==> src/adf_cfg.svh <==
/*
  constants of the adc decimation filter control block: register map,
  field positions, reset value, clock rates and timing counts.
  assumes inclusion by adf_ctrl.sv only; adf_pkg.sv does not include it.
*/
`ifndef ADF_CFG_SVH
`define ADF_CFG_SVH
`define ADF_CTRL_OFS 8'h00
`define ADF_STAT_OFS 8'h04
`define ADF_CTRL_RST 16'h0007
`define ADF_CHOP_BIT 15
`define ADF_RAVG_BIT 14
`define ADF_AF_MSB 13
`define ADF_AF_LSB 8
`define ADF_NOTCH_BIT 7
`define ADF_SF_MSB 6
`define ADF_CORE_HZ 25000000
`define ADF_CORE_NS 40
`define ADF_MOD_HZ 512000
`define ADF_LP_HZ 131000
`define ADF_SF_MULT 64
`define ADF_SF_60 7'h7e
`define ADF_SF_50 7'h7f
`define ADF_RATE_60 60
`define ADF_RATE_50 50
`define ADF_AF_BASE 3
`define ADF_CHOP_DIV 3
`define ADF_CHOP_ADD 3
`define ADF_MIN_RATE_NORM 4
`define ADF_MIN_RATE_LP 1
`define ADF_SETTLE_CHOP 2
`define ADF_SETTLE_NOAF 3
`define ADF_SETTLE_AF 1
`define ADF_STARTUP_NS 60000
`define ADF_STARTUP_CYC ((`ADF_STARTUP_NS + `ADF_CORE_NS - 1) / `ADF_CORE_NS)
`define ADF_SF_LIM1 31
`define ADF_SF_LIM2 63
`define ADF_AF_LIM2 7
`endif

==> src/adf_pkg.sv <==
/*
  types of the adc decimation filter control block.
  assumes adf_cfg.svh for the numbers.
*/
package adf_pkg;
  typedef struct packed {
    logic chop;
    logic run_avg;
    logic [5:0] averaging_factor;
    logic second_notch;
    logic [6:0] decimation_factor;
  } adf_ctrl_s;

  typedef enum logic [1:0] {
    st_off,
    st_startup,
    st_settle,
    st_run
  } adf_state_e;
endpackage : adf_pkg

==> src/adf_ctrl.sv <==
/*
  adc decimation filter control: apb register file, modulator rate
  enable, output period timing, settling and result strobe.
  assumes one 25 mhz clock, apb master, inputs synchronous to core_clk;
  the sinc3 datapath itself sits outside and follows filt_cfg.
*/
`timescale 1ns/100ps
`include "adf_cfg.svh"

module adf_ctrl
  import adf_pkg::*;
#(
  parameter int ADDR_W = 8,
  parameter int PER_W = 24
) (
  input wire logic core_clk,
  input wire logic reset,
  input wire logic psel,
  input wire logic penable,
  input wire logic pwrite,
  input wire logic [ADDR_W-1:0] paddr,
  input wire logic [31:0] pwdata,
  output logic [31:0] prdata,
  output logic pready,
  output logic pslverr,
  input wire logic adc_enable,
  input wire logic low_power_mode,
  output logic mod_tick,
  output adf_ctrl_s filt_cfg,
  output logic avg2_en,
  output logic adc_i_reset,
  output logic adc_vt_reset,
  output logic result_valid
);

  localparam logic [25:0] CORE_HZ = 26'(`ADF_CORE_HZ);
  localparam logic [25:0] MOD_STEP = 26'(`ADF_MOD_HZ);
  localparam logic [25:0] LP_STEP = 26'(`ADF_LP_HZ);
  localparam logic [10:0] STARTUP_CYC = 11'(`ADF_STARTUP_CYC);

  adf_ctrl_s ctrl_ff;
  adf_state_e state_ff;
  logic [25:0] phase_ff;
  logic mod_tick_ff;
  logic [PER_W-1:0] period_ff;
  logic [PER_W-1:0] per_cnt_ff;
  logic [2:0] settle_ff;
  logic [10:0] start_cnt_ff;
  logic pready_ff;
  logic pslverr_ff;
  logic [31:0] prdata_ff;
  logic adc_rst_ff;
  logic result_valid_ff;
  logic avg2_ff;

  logic apb_done;
  logic ctrl_wr;
  logic ctrl_change;
  logic period_end;
  logic [25:0] nxt_phase;
  adf_ctrl_s nxt_ctrl;

  // output period in modulator ticks
  function automatic logic [PER_W-1:0] calc_period(
    input adf_ctrl_s c,
    input logic lp
  );
    logic [PER_W-1:0] base;
    logic [PER_W-1:0] mult;
    logic [PER_W-1:0] per;
    logic [PER_W-1:0] lim;
    if (c.decimation_factor == `ADF_SF_60) begin
      base = PER_W'(`ADF_MOD_HZ / `ADF_RATE_60);
    end else if (c.decimation_factor == `ADF_SF_50) begin
      base = PER_W'(`ADF_MOD_HZ / `ADF_RATE_50);
    end else begin
      base = (PER_W'(c.decimation_factor) + PER_W'(1))
        * PER_W'(`ADF_SF_MULT);
    end
    if (c.averaging_factor != 6'h00) begin
      // chop only triples the period while averaging is off; its fixed ticks are always added
      mult = PER_W'(`ADF_AF_BASE)
        + PER_W'(c.averaging_factor);
    end else if (c.chop) begin
      mult = PER_W'(`ADF_CHOP_DIV);
    end else begin
      mult = PER_W'(1);
    end
    per = PER_W'(base * mult);
    if (c.chop) begin
      per = per + PER_W'(`ADF_CHOP_ADD);
    end
    // datapath width caps the slowest update rate
    if (lp) begin
      lim = PER_W'(`ADF_LP_HZ / `ADF_MIN_RATE_LP);
    end else begin
      lim = PER_W'(`ADF_MOD_HZ / `ADF_MIN_RATE_NORM);
    end
    if (per > lim) begin
      per = lim;
    end
    return per;
  endfunction : calc_period

  // settling length in output periods
  function automatic logic [2:0] calc_settle(input adf_ctrl_s c);
    logic [2:0] s;
    if (c.chop) begin
      s = 3'(`ADF_SETTLE_CHOP);
    end else if (c.averaging_factor == 6'h00) begin
      s = 3'(`ADF_SETTLE_NOAF) + 3'(c.run_avg);
    end else begin
      s = 3'(`ADF_SETTLE_AF) + 3'(c.run_avg);
    end
    return s;
  endfunction : calc_settle

  // flags factor pairs outside the permitted table
  function automatic logic combo_bad(input adf_ctrl_s c);
    logic bad;
    bad = 1'b0;
    if (c.decimation_factor > 7'(`ADF_SF_LIM2)) begin
      bad = (c.averaging_factor != 6'h00);
    end else if (c.decimation_factor > 7'(`ADF_SF_LIM1)) begin
      bad = (c.averaging_factor > 6'(`ADF_AF_LIM2));
    end
    return bad;
  endfunction : combo_bad

  // register index from byte address, 2'h3 means unmapped
  function automatic logic [1:0] reg_sel(input logic [ADDR_W-1:0] a);
    logic [1:0] r;
    if (a == ADDR_W'(`ADF_CTRL_OFS)) begin
      r = 2'h0;
    end else if (a == ADDR_W'(`ADF_STAT_OFS)) begin
      r = 2'h1;
    end else begin
      r = 2'h3;
    end
    return r;
  endfunction : reg_sel

  assign apb_done = psel & penable & pready_ff;
  assign ctrl_wr = apb_done & pwrite & (reg_sel(paddr) == 2'h0);
  assign nxt_ctrl = adf_ctrl_s'(pwdata[15:0]);
  assign ctrl_change = ctrl_wr & (nxt_ctrl != ctrl_ff);
  assign period_end = mod_tick_ff & (per_cnt_ff >= period_ff - PER_W'(1));

  // one wait state keeps every apb output registered
  always_ff @(posedge core_clk) begin
    if (reset) begin
      pready_ff <= 1'b0;
      pslverr_ff <= 1'b0;
    end else begin
      pready_ff <= psel & penable & ~pready_ff;
      pslverr_ff <= psel & penable & ~pready_ff
        & (reg_sel(paddr) == 2'h3);
    end
  end

  // status reads have no side effects; writes to it are dropped
  always_ff @(posedge core_clk) begin
    if (reset) begin
      prdata_ff <= 32'h00000000;
    end else if (psel & penable & ~pready_ff & ~pwrite) begin
      case (reg_sel(paddr))
        2'h0: begin
          prdata_ff <= {16'h0000, ctrl_ff};
        end
        2'h1: begin
          prdata_ff <= {28'h0000000, state_ff == st_settle,
            low_power_mode, combo_bad(ctrl_ff), state_ff == st_run};
        end
        default: begin
          prdata_ff <= 32'h00000000;
        end
      endcase
    end
  end

  // upper write bits are ignored and read back as zero
  always_ff @(posedge core_clk) begin
    if (reset) begin
      ctrl_ff <= adf_ctrl_s'(`ADF_CTRL_RST);
    end else if (ctrl_wr) begin
      ctrl_ff <= nxt_ctrl;
    end
  end

  // a changed control value restarts both converters
  always_ff @(posedge core_clk) begin
    if (reset) begin
      adc_rst_ff <= 1'b0;
    end else begin
      adc_rst_ff <= ctrl_change;
    end
  end

  always_ff @(posedge core_clk) begin
    if (reset) begin
      avg2_ff <= 1'b0;
    end else begin
      avg2_ff <= ctrl_ff.run_avg | ctrl_ff.chop;
    end
  end

  // fractional divider: no integer ratio exists from 25 mhz
  always_comb begin
    nxt_phase = phase_ff + (low_power_mode ? LP_STEP : MOD_STEP);
  end

  always_ff @(posedge core_clk) begin
    if (reset) begin
      phase_ff <= 26'h0000000;
      mod_tick_ff <= 1'b0;
    end else if (nxt_phase >= CORE_HZ) begin
      phase_ff <= nxt_phase - CORE_HZ;
      mod_tick_ff <= 1'b1;
    end else begin
      phase_ff <= nxt_phase;
      mod_tick_ff <= 1'b0;
    end
  end

  // follows the live power mode; a mode change does not restart
  always_ff @(posedge core_clk) begin
    if (reset) begin
      period_ff <= PER_W'(1);
    end else begin
      period_ff <= calc_period(ctrl_ff, low_power_mode);
    end
  end

  // period counter restarts with the converters
  always_ff @(posedge core_clk) begin
    if (reset) begin
      per_cnt_ff <= '0;
    end else if (state_ff != st_settle && state_ff != st_run) begin
      per_cnt_ff <= '0;
    end else if (ctrl_change) begin
      per_cnt_ff <= '0;
    end else if (period_end) begin
      per_cnt_ff <= '0;
    end else if (mod_tick_ff) begin
      per_cnt_ff <= per_cnt_ff + PER_W'(1);
    end
  end

  // startup wait counted in core cycles, not modulator ticks
  always_ff @(posedge core_clk) begin
    if (reset) begin
      start_cnt_ff <= 11'h000;
    end else if (state_ff == st_startup) begin
      start_cnt_ff <= start_cnt_ff + 11'h001;
    end else begin
      start_cnt_ff <= 11'h000;
    end
  end

  // a control change restarts settling but skips the startup wait
  always_ff @(posedge core_clk) begin
    if (reset) begin
      state_ff <= st_off;
      settle_ff <= 3'h0;
    end else if (!adc_enable) begin
      state_ff <= st_off;
      settle_ff <= 3'h0;
    end else begin
      case (state_ff)
        st_off: begin
          state_ff <= st_startup;
        end
        st_startup: begin
          if (start_cnt_ff == STARTUP_CYC - 11'h001) begin
            state_ff <= st_settle;
            settle_ff <= calc_settle(ctrl_ff);
          end
        end
        st_settle, st_run: begin
          if (ctrl_change) begin
            state_ff <= st_settle;
            settle_ff <= calc_settle(nxt_ctrl);
          end else if (state_ff == st_settle && period_end) begin
            if (settle_ff <= 3'h1) begin
              state_ff <= st_run;
              settle_ff <= 3'h0;
            end else begin
              settle_ff <= settle_ff - 3'h1;
            end
          end
        end
        default: begin
          state_ff <= st_off;
          settle_ff <= 3'h0;
        end
      endcase
    end
  end

  // the last settling period already yields a valid result
  always_ff @(posedge core_clk) begin
    if (reset) begin
      result_valid_ff <= 1'b0;
    end else if (!adc_enable || ctrl_change) begin
      result_valid_ff <= 1'b0;
    end else begin
      result_valid_ff <= period_end & ((state_ff == st_run)
        | (state_ff == st_settle & settle_ff <= 3'h1));
    end
  end

  assign prdata = prdata_ff;
  assign pready = pready_ff;
  assign pslverr = pslverr_ff;
  assign mod_tick = mod_tick_ff;
  assign filt_cfg = ctrl_ff;
  assign avg2_en = avg2_ff;
  assign adc_i_reset = adc_rst_ff;
  assign adc_vt_reset = adc_rst_ff;
  assign result_valid = result_valid_ff;

endmodule : adf_ctrl

==> config.mk <==
export PLATFORM = sky130hd
export DESIGN_NAME = adf_ctrl
export DESIGN_NICKNAME = d
export VERILOG_FILES = /design/src/adf_pkg.sv /design/src/adf_ctrl.sv
export VERILOG_INCLUDE_DIRS = /design/src
export SDC_FILE = /design/constraint.sdc
export NUM_CORES = 1
export LEC_CHECK = 0
export ABC_AREA = 1
export BUFFER_PORTS_ARGS = -buffer_cell sky130_fd_sc_hd__buf_2
export CORE_MARGIN = 2
export CORE_UTILIZATION = 60
export CTS_CLUSTER_SIZE = 40
export DETAILED_ROUTE_END_ITERATION = 6
export PLACE_DENSITY = 0.86
export SETUP_SLACK_MARGIN = 0.2
export SYNTH_ARGS = -nofsm -noshare
export SYNTH_HDL_FRONTEND = slang
export SYNTH_SLANG_ARGS = --single-unit
export TNS_END_PERCENT = 20
==> constraint.sdc <==
create_clock -name core_clk -period 11.4 [get_ports core_clk]
set_input_delay 2.28 -clock core_clk [delete_from_list [all_inputs] [get_ports core_clk]]
set_output_delay 2.28 -clock core_clk [all_outputs]
set_load 0.01 [all_outputs]
**Word-level counts from Yosys, hierarchy flattened**

Cells that the tools add are included.

- Eq/ne operators: 15
- Multipliers: 1
- Bitwise logic cells: 17
- Magnitude comparators: 7
- Add/sub/neg operators: 13
- Reduce and logical (&&, ||, !) cells: 19
- Mux-type cells: 36

Operator list:

| operator | number |
|---|---|
| 2-to-1 mux 24 bit | 6 |
| one-hot mux 16 bit (2 select lines) | 1 |
| 2-to-1 mux 14 bit | 2 |
| adder 26 x 19 -> 26 bit | 1 |
| >= comparator 26 x 25 -> 1 bit, second input constant | 1 |
| 2-to-1 mux 26 bit | 1 |
| subtractor 26 x 25 -> 26 bit, second input constant | 1 |
| adder 24 x 1 -> 24 bit, second input constant | 1 |
| adder 24 x 2 -> 24 bit, second input constant | 1 |
| >= comparator 24 bit | 1 |
| > comparator 24 bit | 1 |
| multiplier 24 x 24 -> 24 bit | 1 |
| 2-to-1 mux 3 bit | 8 |
| subtractor 24 x 1 -> 24 bit, second input constant | 1 |
| 2-to-1 mux 2 bit | 10 |
| 2-to-1 mux 19 bit | 1 |
| != test 16 bit | 1 |
| equality test 7 bit, second input constant | 2 |
| zero test 6 bit | 2 |
| 2-to-1 mux 12 bit | 1 |
| adder 11 x 1 -> 11 bit, second input constant | 1 |
| AND 1 bit | 11 |
| equality test 11 bit, second input constant | 1 |
| adder 7 x 1 -> 8 bit, second input constant | 1 |
| other kinds (30) | 50 |

- Input bits: 47
- Word-level logic and storage cells: 126
- Output and inout port bits: 55
- Bits in registers: 144

**Depth between registers and ports, before layout**

- Word-level depth: 10
- Gate-level depth with buffers: 44
- Mapped depth without buffers: 43

**Worst setup path before layout**

OpenSTA, ideal clock, no wires.

- Path kind: register to register
- Start point: reg ctrl_ff, in the netlist filt_cfg[1]
- End point: reg period_ff[3]
- Required time: 11285 ps
- Path slack: 5003 ps
- Data arrival time: 6282 ps
- Buffers on the path: 1
- Cell stages (with the launch flop): 39
- Clock period less this slack: 6397 ps
- Cell sequence: dfxtp_1 ha_1 inv_1 nor2_1 inv_1 nor2_1 inv_1 a21oi_1 nor2_1 ha_1 inv_1 fa_1 inv_1 ha_1 ha_1 fa_1 ha_1 fa_1 [... 3 more ...] inv_2 nand3_1 nand2_4 nand3_1 nor2_1 nand2_1 xor2_1 ha_1 nand3_1 nor2_1 nand2_1 nand2_1 nand3_1 nor2_2 nor2_4 buf_6 nand4_1 nand2_1

- Longest elaborated chain between the ends: 10
- Elaborated cells between the ends (all ways): 12
- Classes of those cells: add/sub (2); mul (1); order compare (1); eq/ne (2); mux (6)

Ends and longest elaborated chain:

| what | RTL line | source |
|---|---|---|
| start: declaration | adf_ctrl.sv:41 | `adf_ctrl_s ctrl_ff;` |
| start signal: assignment | adf_ctrl.sv:184 | `` ctrl_ff <= adf_ctrl_s'(`ADF_CTRL_RST); `` |
| start signal: assignment | adf_ctrl.sv:186 | `ctrl_ff <= nxt_ctrl;` |
| adder 7 x 1 -> 8 bit or equality test 7 bit (tied branches) | -- |  |
| 2-to-1 mux 14 bit | adf_ctrl.sv:74 | `` end else if (c.decimation_factor == `ADF_SF_50) begin `` |
| 2-to-1 mux 14 bit * | adf_ctrl.sv:72 | `` if (c.decimation_factor == `ADF_SF_60) begin `` |
| 2-to-1 mux 24 bit * | adf_ctrl.sv:227 | `if (reset) begin` |
| multiplier 24 x 24 -> 24 bit * | adf_ctrl.sv:89 | `per = PER_W'(base * mult);` |
| adder 24 x 2 -> 24 bit | adf_ctrl.sv:91 | `` per = per + PER_W'(`ADF_CHOP_ADD); `` |
| 2-to-1 mux 24 bit * | adf_ctrl.sv:90 | `if (c.chop) begin` |
| 2-to-1 mux 24 bit * | adf_ctrl.sv:227 |  |
| > comparator 24 bit | adf_ctrl.sv:99 | `if (per > lim) begin` |
| 2-to-1 mux 24 bit * | adf_ctrl.sv:99 |  |
| end signal: assignment | adf_ctrl.sv:230 | `period_ff <= calc_period(ctrl_ff, low_power_mode);` |
| end: declaration | adf_ctrl.sv:45 | `logic [PER_W-1:0] period_ff;` |

Mark *: on every way between the ends. The rest lies on a longest branch, timed or not. The select of a mux whose other input is x is not followed.
A chain may end at the register's enable or synchronous reset.

**Worst setup path in the final report**

- Start point: reg ctrl_ff, in the netlist filt_cfg[8]
- End point: reg period_ff[8]

- Longest elaborated chain between the ends: 9
- Elaborated cells between the ends (all ways): 10
- Classes of those cells: add/sub (2); mul (1); order compare (1); mux (5); reduce/logical (1)

Ends and longest elaborated chain:

| what | RTL line | source |
|---|---|---|
| adder 2 x 6 -> 7 bit or nonzero test 6 bit (tied branches) | adf_ctrl.sv:82, adf_ctrl.sv:80 |  |
| 2-to-1 mux 7 bit * | adf_ctrl.sv:80 | `if (c.averaging_factor != 6'h00) begin` |
| 2-to-1 mux 24 bit * | adf_ctrl.sv:227 |  |
| multiplier 24 x 24 -> 24 bit * | adf_ctrl.sv:89 |  |
| adder 24 x 2 -> 24 bit | adf_ctrl.sv:91 |  |
| 2-to-1 mux 24 bit * | adf_ctrl.sv:90 |  |
| 2-to-1 mux 24 bit * | adf_ctrl.sv:227 |  |
| > comparator 24 bit | adf_ctrl.sv:99 |  |
| 2-to-1 mux 24 bit * | adf_ctrl.sv:99 |  |

Marks and branches as above.

==> impl_metrics.ini <==
[placed_design]
hpwlAfterDp_mm = 23.8
dp_cells = 2255
gp_congestion = 0.928
port_buffers = 69

[global_routing]
overflow = 0
top_usage_layer = met2
antenna_found_initial = 0
grt_pass1_wl_mm = 51.9
grt_max_degree = 47
grt_pass1_vias = 11900
grtUsageMet1 = 0.334
met3_usage = 0.0381
grtUsageTotal = 0.281
grt_use_met2 = 0.517

[power_and_ir_drop]
p_leak_nw = 7.16
peakVddDrop_mv = 0.102
power.density_nw_per_um2 = 106

[detailed_routing]
ant_nets = 0
wl_per_cell_um = 13.3
drt_iter0_drc = 788
vias = 12500
drc_errors = 0
via_per_inst = 5.45
postRouteWirelength_mm = 30.3
drtPass1Iterations = 6

[clock_network]
clockRootBuffer = clkbuf_16
tritoncts = done
ctsHoldBuffers = 0
cts.htree.levels = 4
path_clk_slew_ns = 0.07
cts_buffers = 17
numClockSinks = 125
cts_setup_buffers = 0
ctsResizeCount = 0
clock_path_buffers = 2
clock_latency_ns = 0.43

[cells_and_area]
nets = 2226
multiInputGateArea_um2 = 8730
area_growth_pct = 8.83
final_core_util = 0.662
stdcell_count = 2287
drive_gt1_frac = 0.102
antenna_cells = 0
ff_latch_area_um2 = 2500
fill_cells = 1752

[critical_path]
rr_worst_depth = 36
ff2ff_setup_slack_ns = 3.78
critPathMaxStageDelay_ns = 0.49
worstPathArrival_ns = 7.92
startpoint_type = flip-flop
worst_ep_required_time_ns = 11.70
r2r_end = period_ff[8]
rr_startpoint = filt_cfg[8]
cp_common_cell = ha_1
crit_path_end_kind = flip-flop
worstSetupPathType = reg2reg
crit_fanout = 14
critPathLaunch = filt_cfg[8]
cp_slowest_cell = fa_1

[flow_run]
cap_violations = 0

[floorplanning]
fp.coreArea_um2 = 20900
dieArea_um2 = 22400
num_rows = 53
die_w_um = 150
io_pins = 102
initial_utilization = 0.608
die_h_um = 150

[logic_synthesis]
synth-warning-count = 0
synth_common_cells = 468 x nand2_1, 316 x inv_1, 207 x nor2_1
synthArstFlopShare = 0
synth_seq_cells = 125
synth_area_per_cell_um2 = 6.58
synth.distinct_cells = 56
synth_area_um2 = 12700
yosysMostFrequentCell = nand2_1
synth_area_leaders = dfxtp_1 20%, nand2_1 14%, ha_1 13%
ys_seq_area_frac = 0.197
syn-instance-count = 1930
yosysTopAreaCellShare = 0.197
synth_top_area_cell = dfxtp_1
synthFlopType = dfxtp_1
synth_edf_count = 0

[sta]
report.final.hold_viol_count = 0
min_period_over_period = 0.668
tns_ns = 0
fmax_ghz = 0.131
tightest_slew_ns = 1.32
finClkSkew_ns = 0.0185
setup_viol = 0
min_period_ns = 7.62
report.final.slew_viol_count = 0
rsz0062_at_grt = false
slew-limit-headroom = 0.115

[hold_path]
hold_depth = 1
whs_endpoint = start_cnt_ff[0]
hp-class = reg2reg
min-delay-start = start_cnt_ff[0]

[status]
status = completed
[layout make-up]
class                      count  share of cell area
multi-input combinational   1441               0.631
sequential                   125               0.181
inverter                     344              0.0934
clock buffer                  19              0.0320
timing repair buffer          70              0.0255
tap                          275              0.0249
clock inverter                13              0.0119
[worst max-delay path: cells and delay by family, from the launching register on]
family        cells  cell delay, ns
fa+ha+maj        10            3.35
buf+inv           5            0.46
flops             1            0.48
xor+xnor          1            0.16
simple gates     20            3.05
[stage by stage]
step | hold slack, ns | power, mW | cell area [um^2] | worst slack (ns)
final | 0.455 | 1.46 | 13800 | 3.78
after detailed placement | 0.447 | 0.886 | 13200 | 3.92
after floorplan | 0.418 | 0.806 | 12800 | 5.00
after global routing | 0.488 | 1.54 | 13800 | 3.21
after global placement | 0.431 | 0.872 | 13200 | 4.15
after CTS | 0.457 | 1.45 | 13800 | 3.88
[worst max path at each step]
stage / endpoint / slack, ns / cells after the start
4_1_cts: period_ff[8] / 3.88 / 36
2_1_floorplan: period_ff[3] / 5.00 / 38
6_report: period_ff[8] / 3.78 / 36
5_1_grt: period_ff[5] / 3.21 / 38
3_5_place_dp: period_ff[9] / 3.92 / 36
3_3_place_gp: period_ff[11] / 4.15 / 36
[cell usage in the layout (no fill, tap or decap), drive strengths merged, types with 2 or more instances in the layout]
cell type,count
clkbuf,19
conb,23
clkinvlp,3
nor3,36
inv,343
nor4,8
ha,135
nand4,56
and2,2
or2,6
o211ai,4
or3,2
a21oi,107
fa,45
dfxtp,125
o21ai,44
nor2,226
nand3b,11
xnor2,26
clkinv,8
buf,70
a31oi,5
xor2,43
nand3,150
bufinv,3
nand2,498
[sequential cells by signal (all words and copies together), names as in the netlist, 2 cells and up]
register	count
filt_cfg	16
period_ff	24
phase_ff	23
settle_ff	3
prdata	16
per_cnt_ff	24
start_cnt_ff	11
state_ff	2
[power breakdown]
part	switching (mW)	internal, mW
combinational	0.281	0.129
sequential	0.0214	0.459
clock	0.221	0.351
total	0.523	0.939
[cells by family after synthesis]
| kind of cell | after synthesis | share of synthesized area |
|---|---|---|
| compound gates | 171 | 0.0727 |
| xor+xnor | 69 | 0.0482 |
| fa+ha+maj | 180 | 0.204 |
| buf+inv | 386 | 0.123 |
| flops | 125 | 0.197 |
| other cells | 1 | 0.000295 |
| simple gates | 998 | 0.355 |
[per-layer routing]
metal / wire (um) / vias up
met5: 0 / -
met4: 738 / 0
met3: 1590 / 86
met2: 15200 / 402
met1: 12800 / 5721
li1: - / 6245
Note: power is estimated with default switching activity, not from simulation.
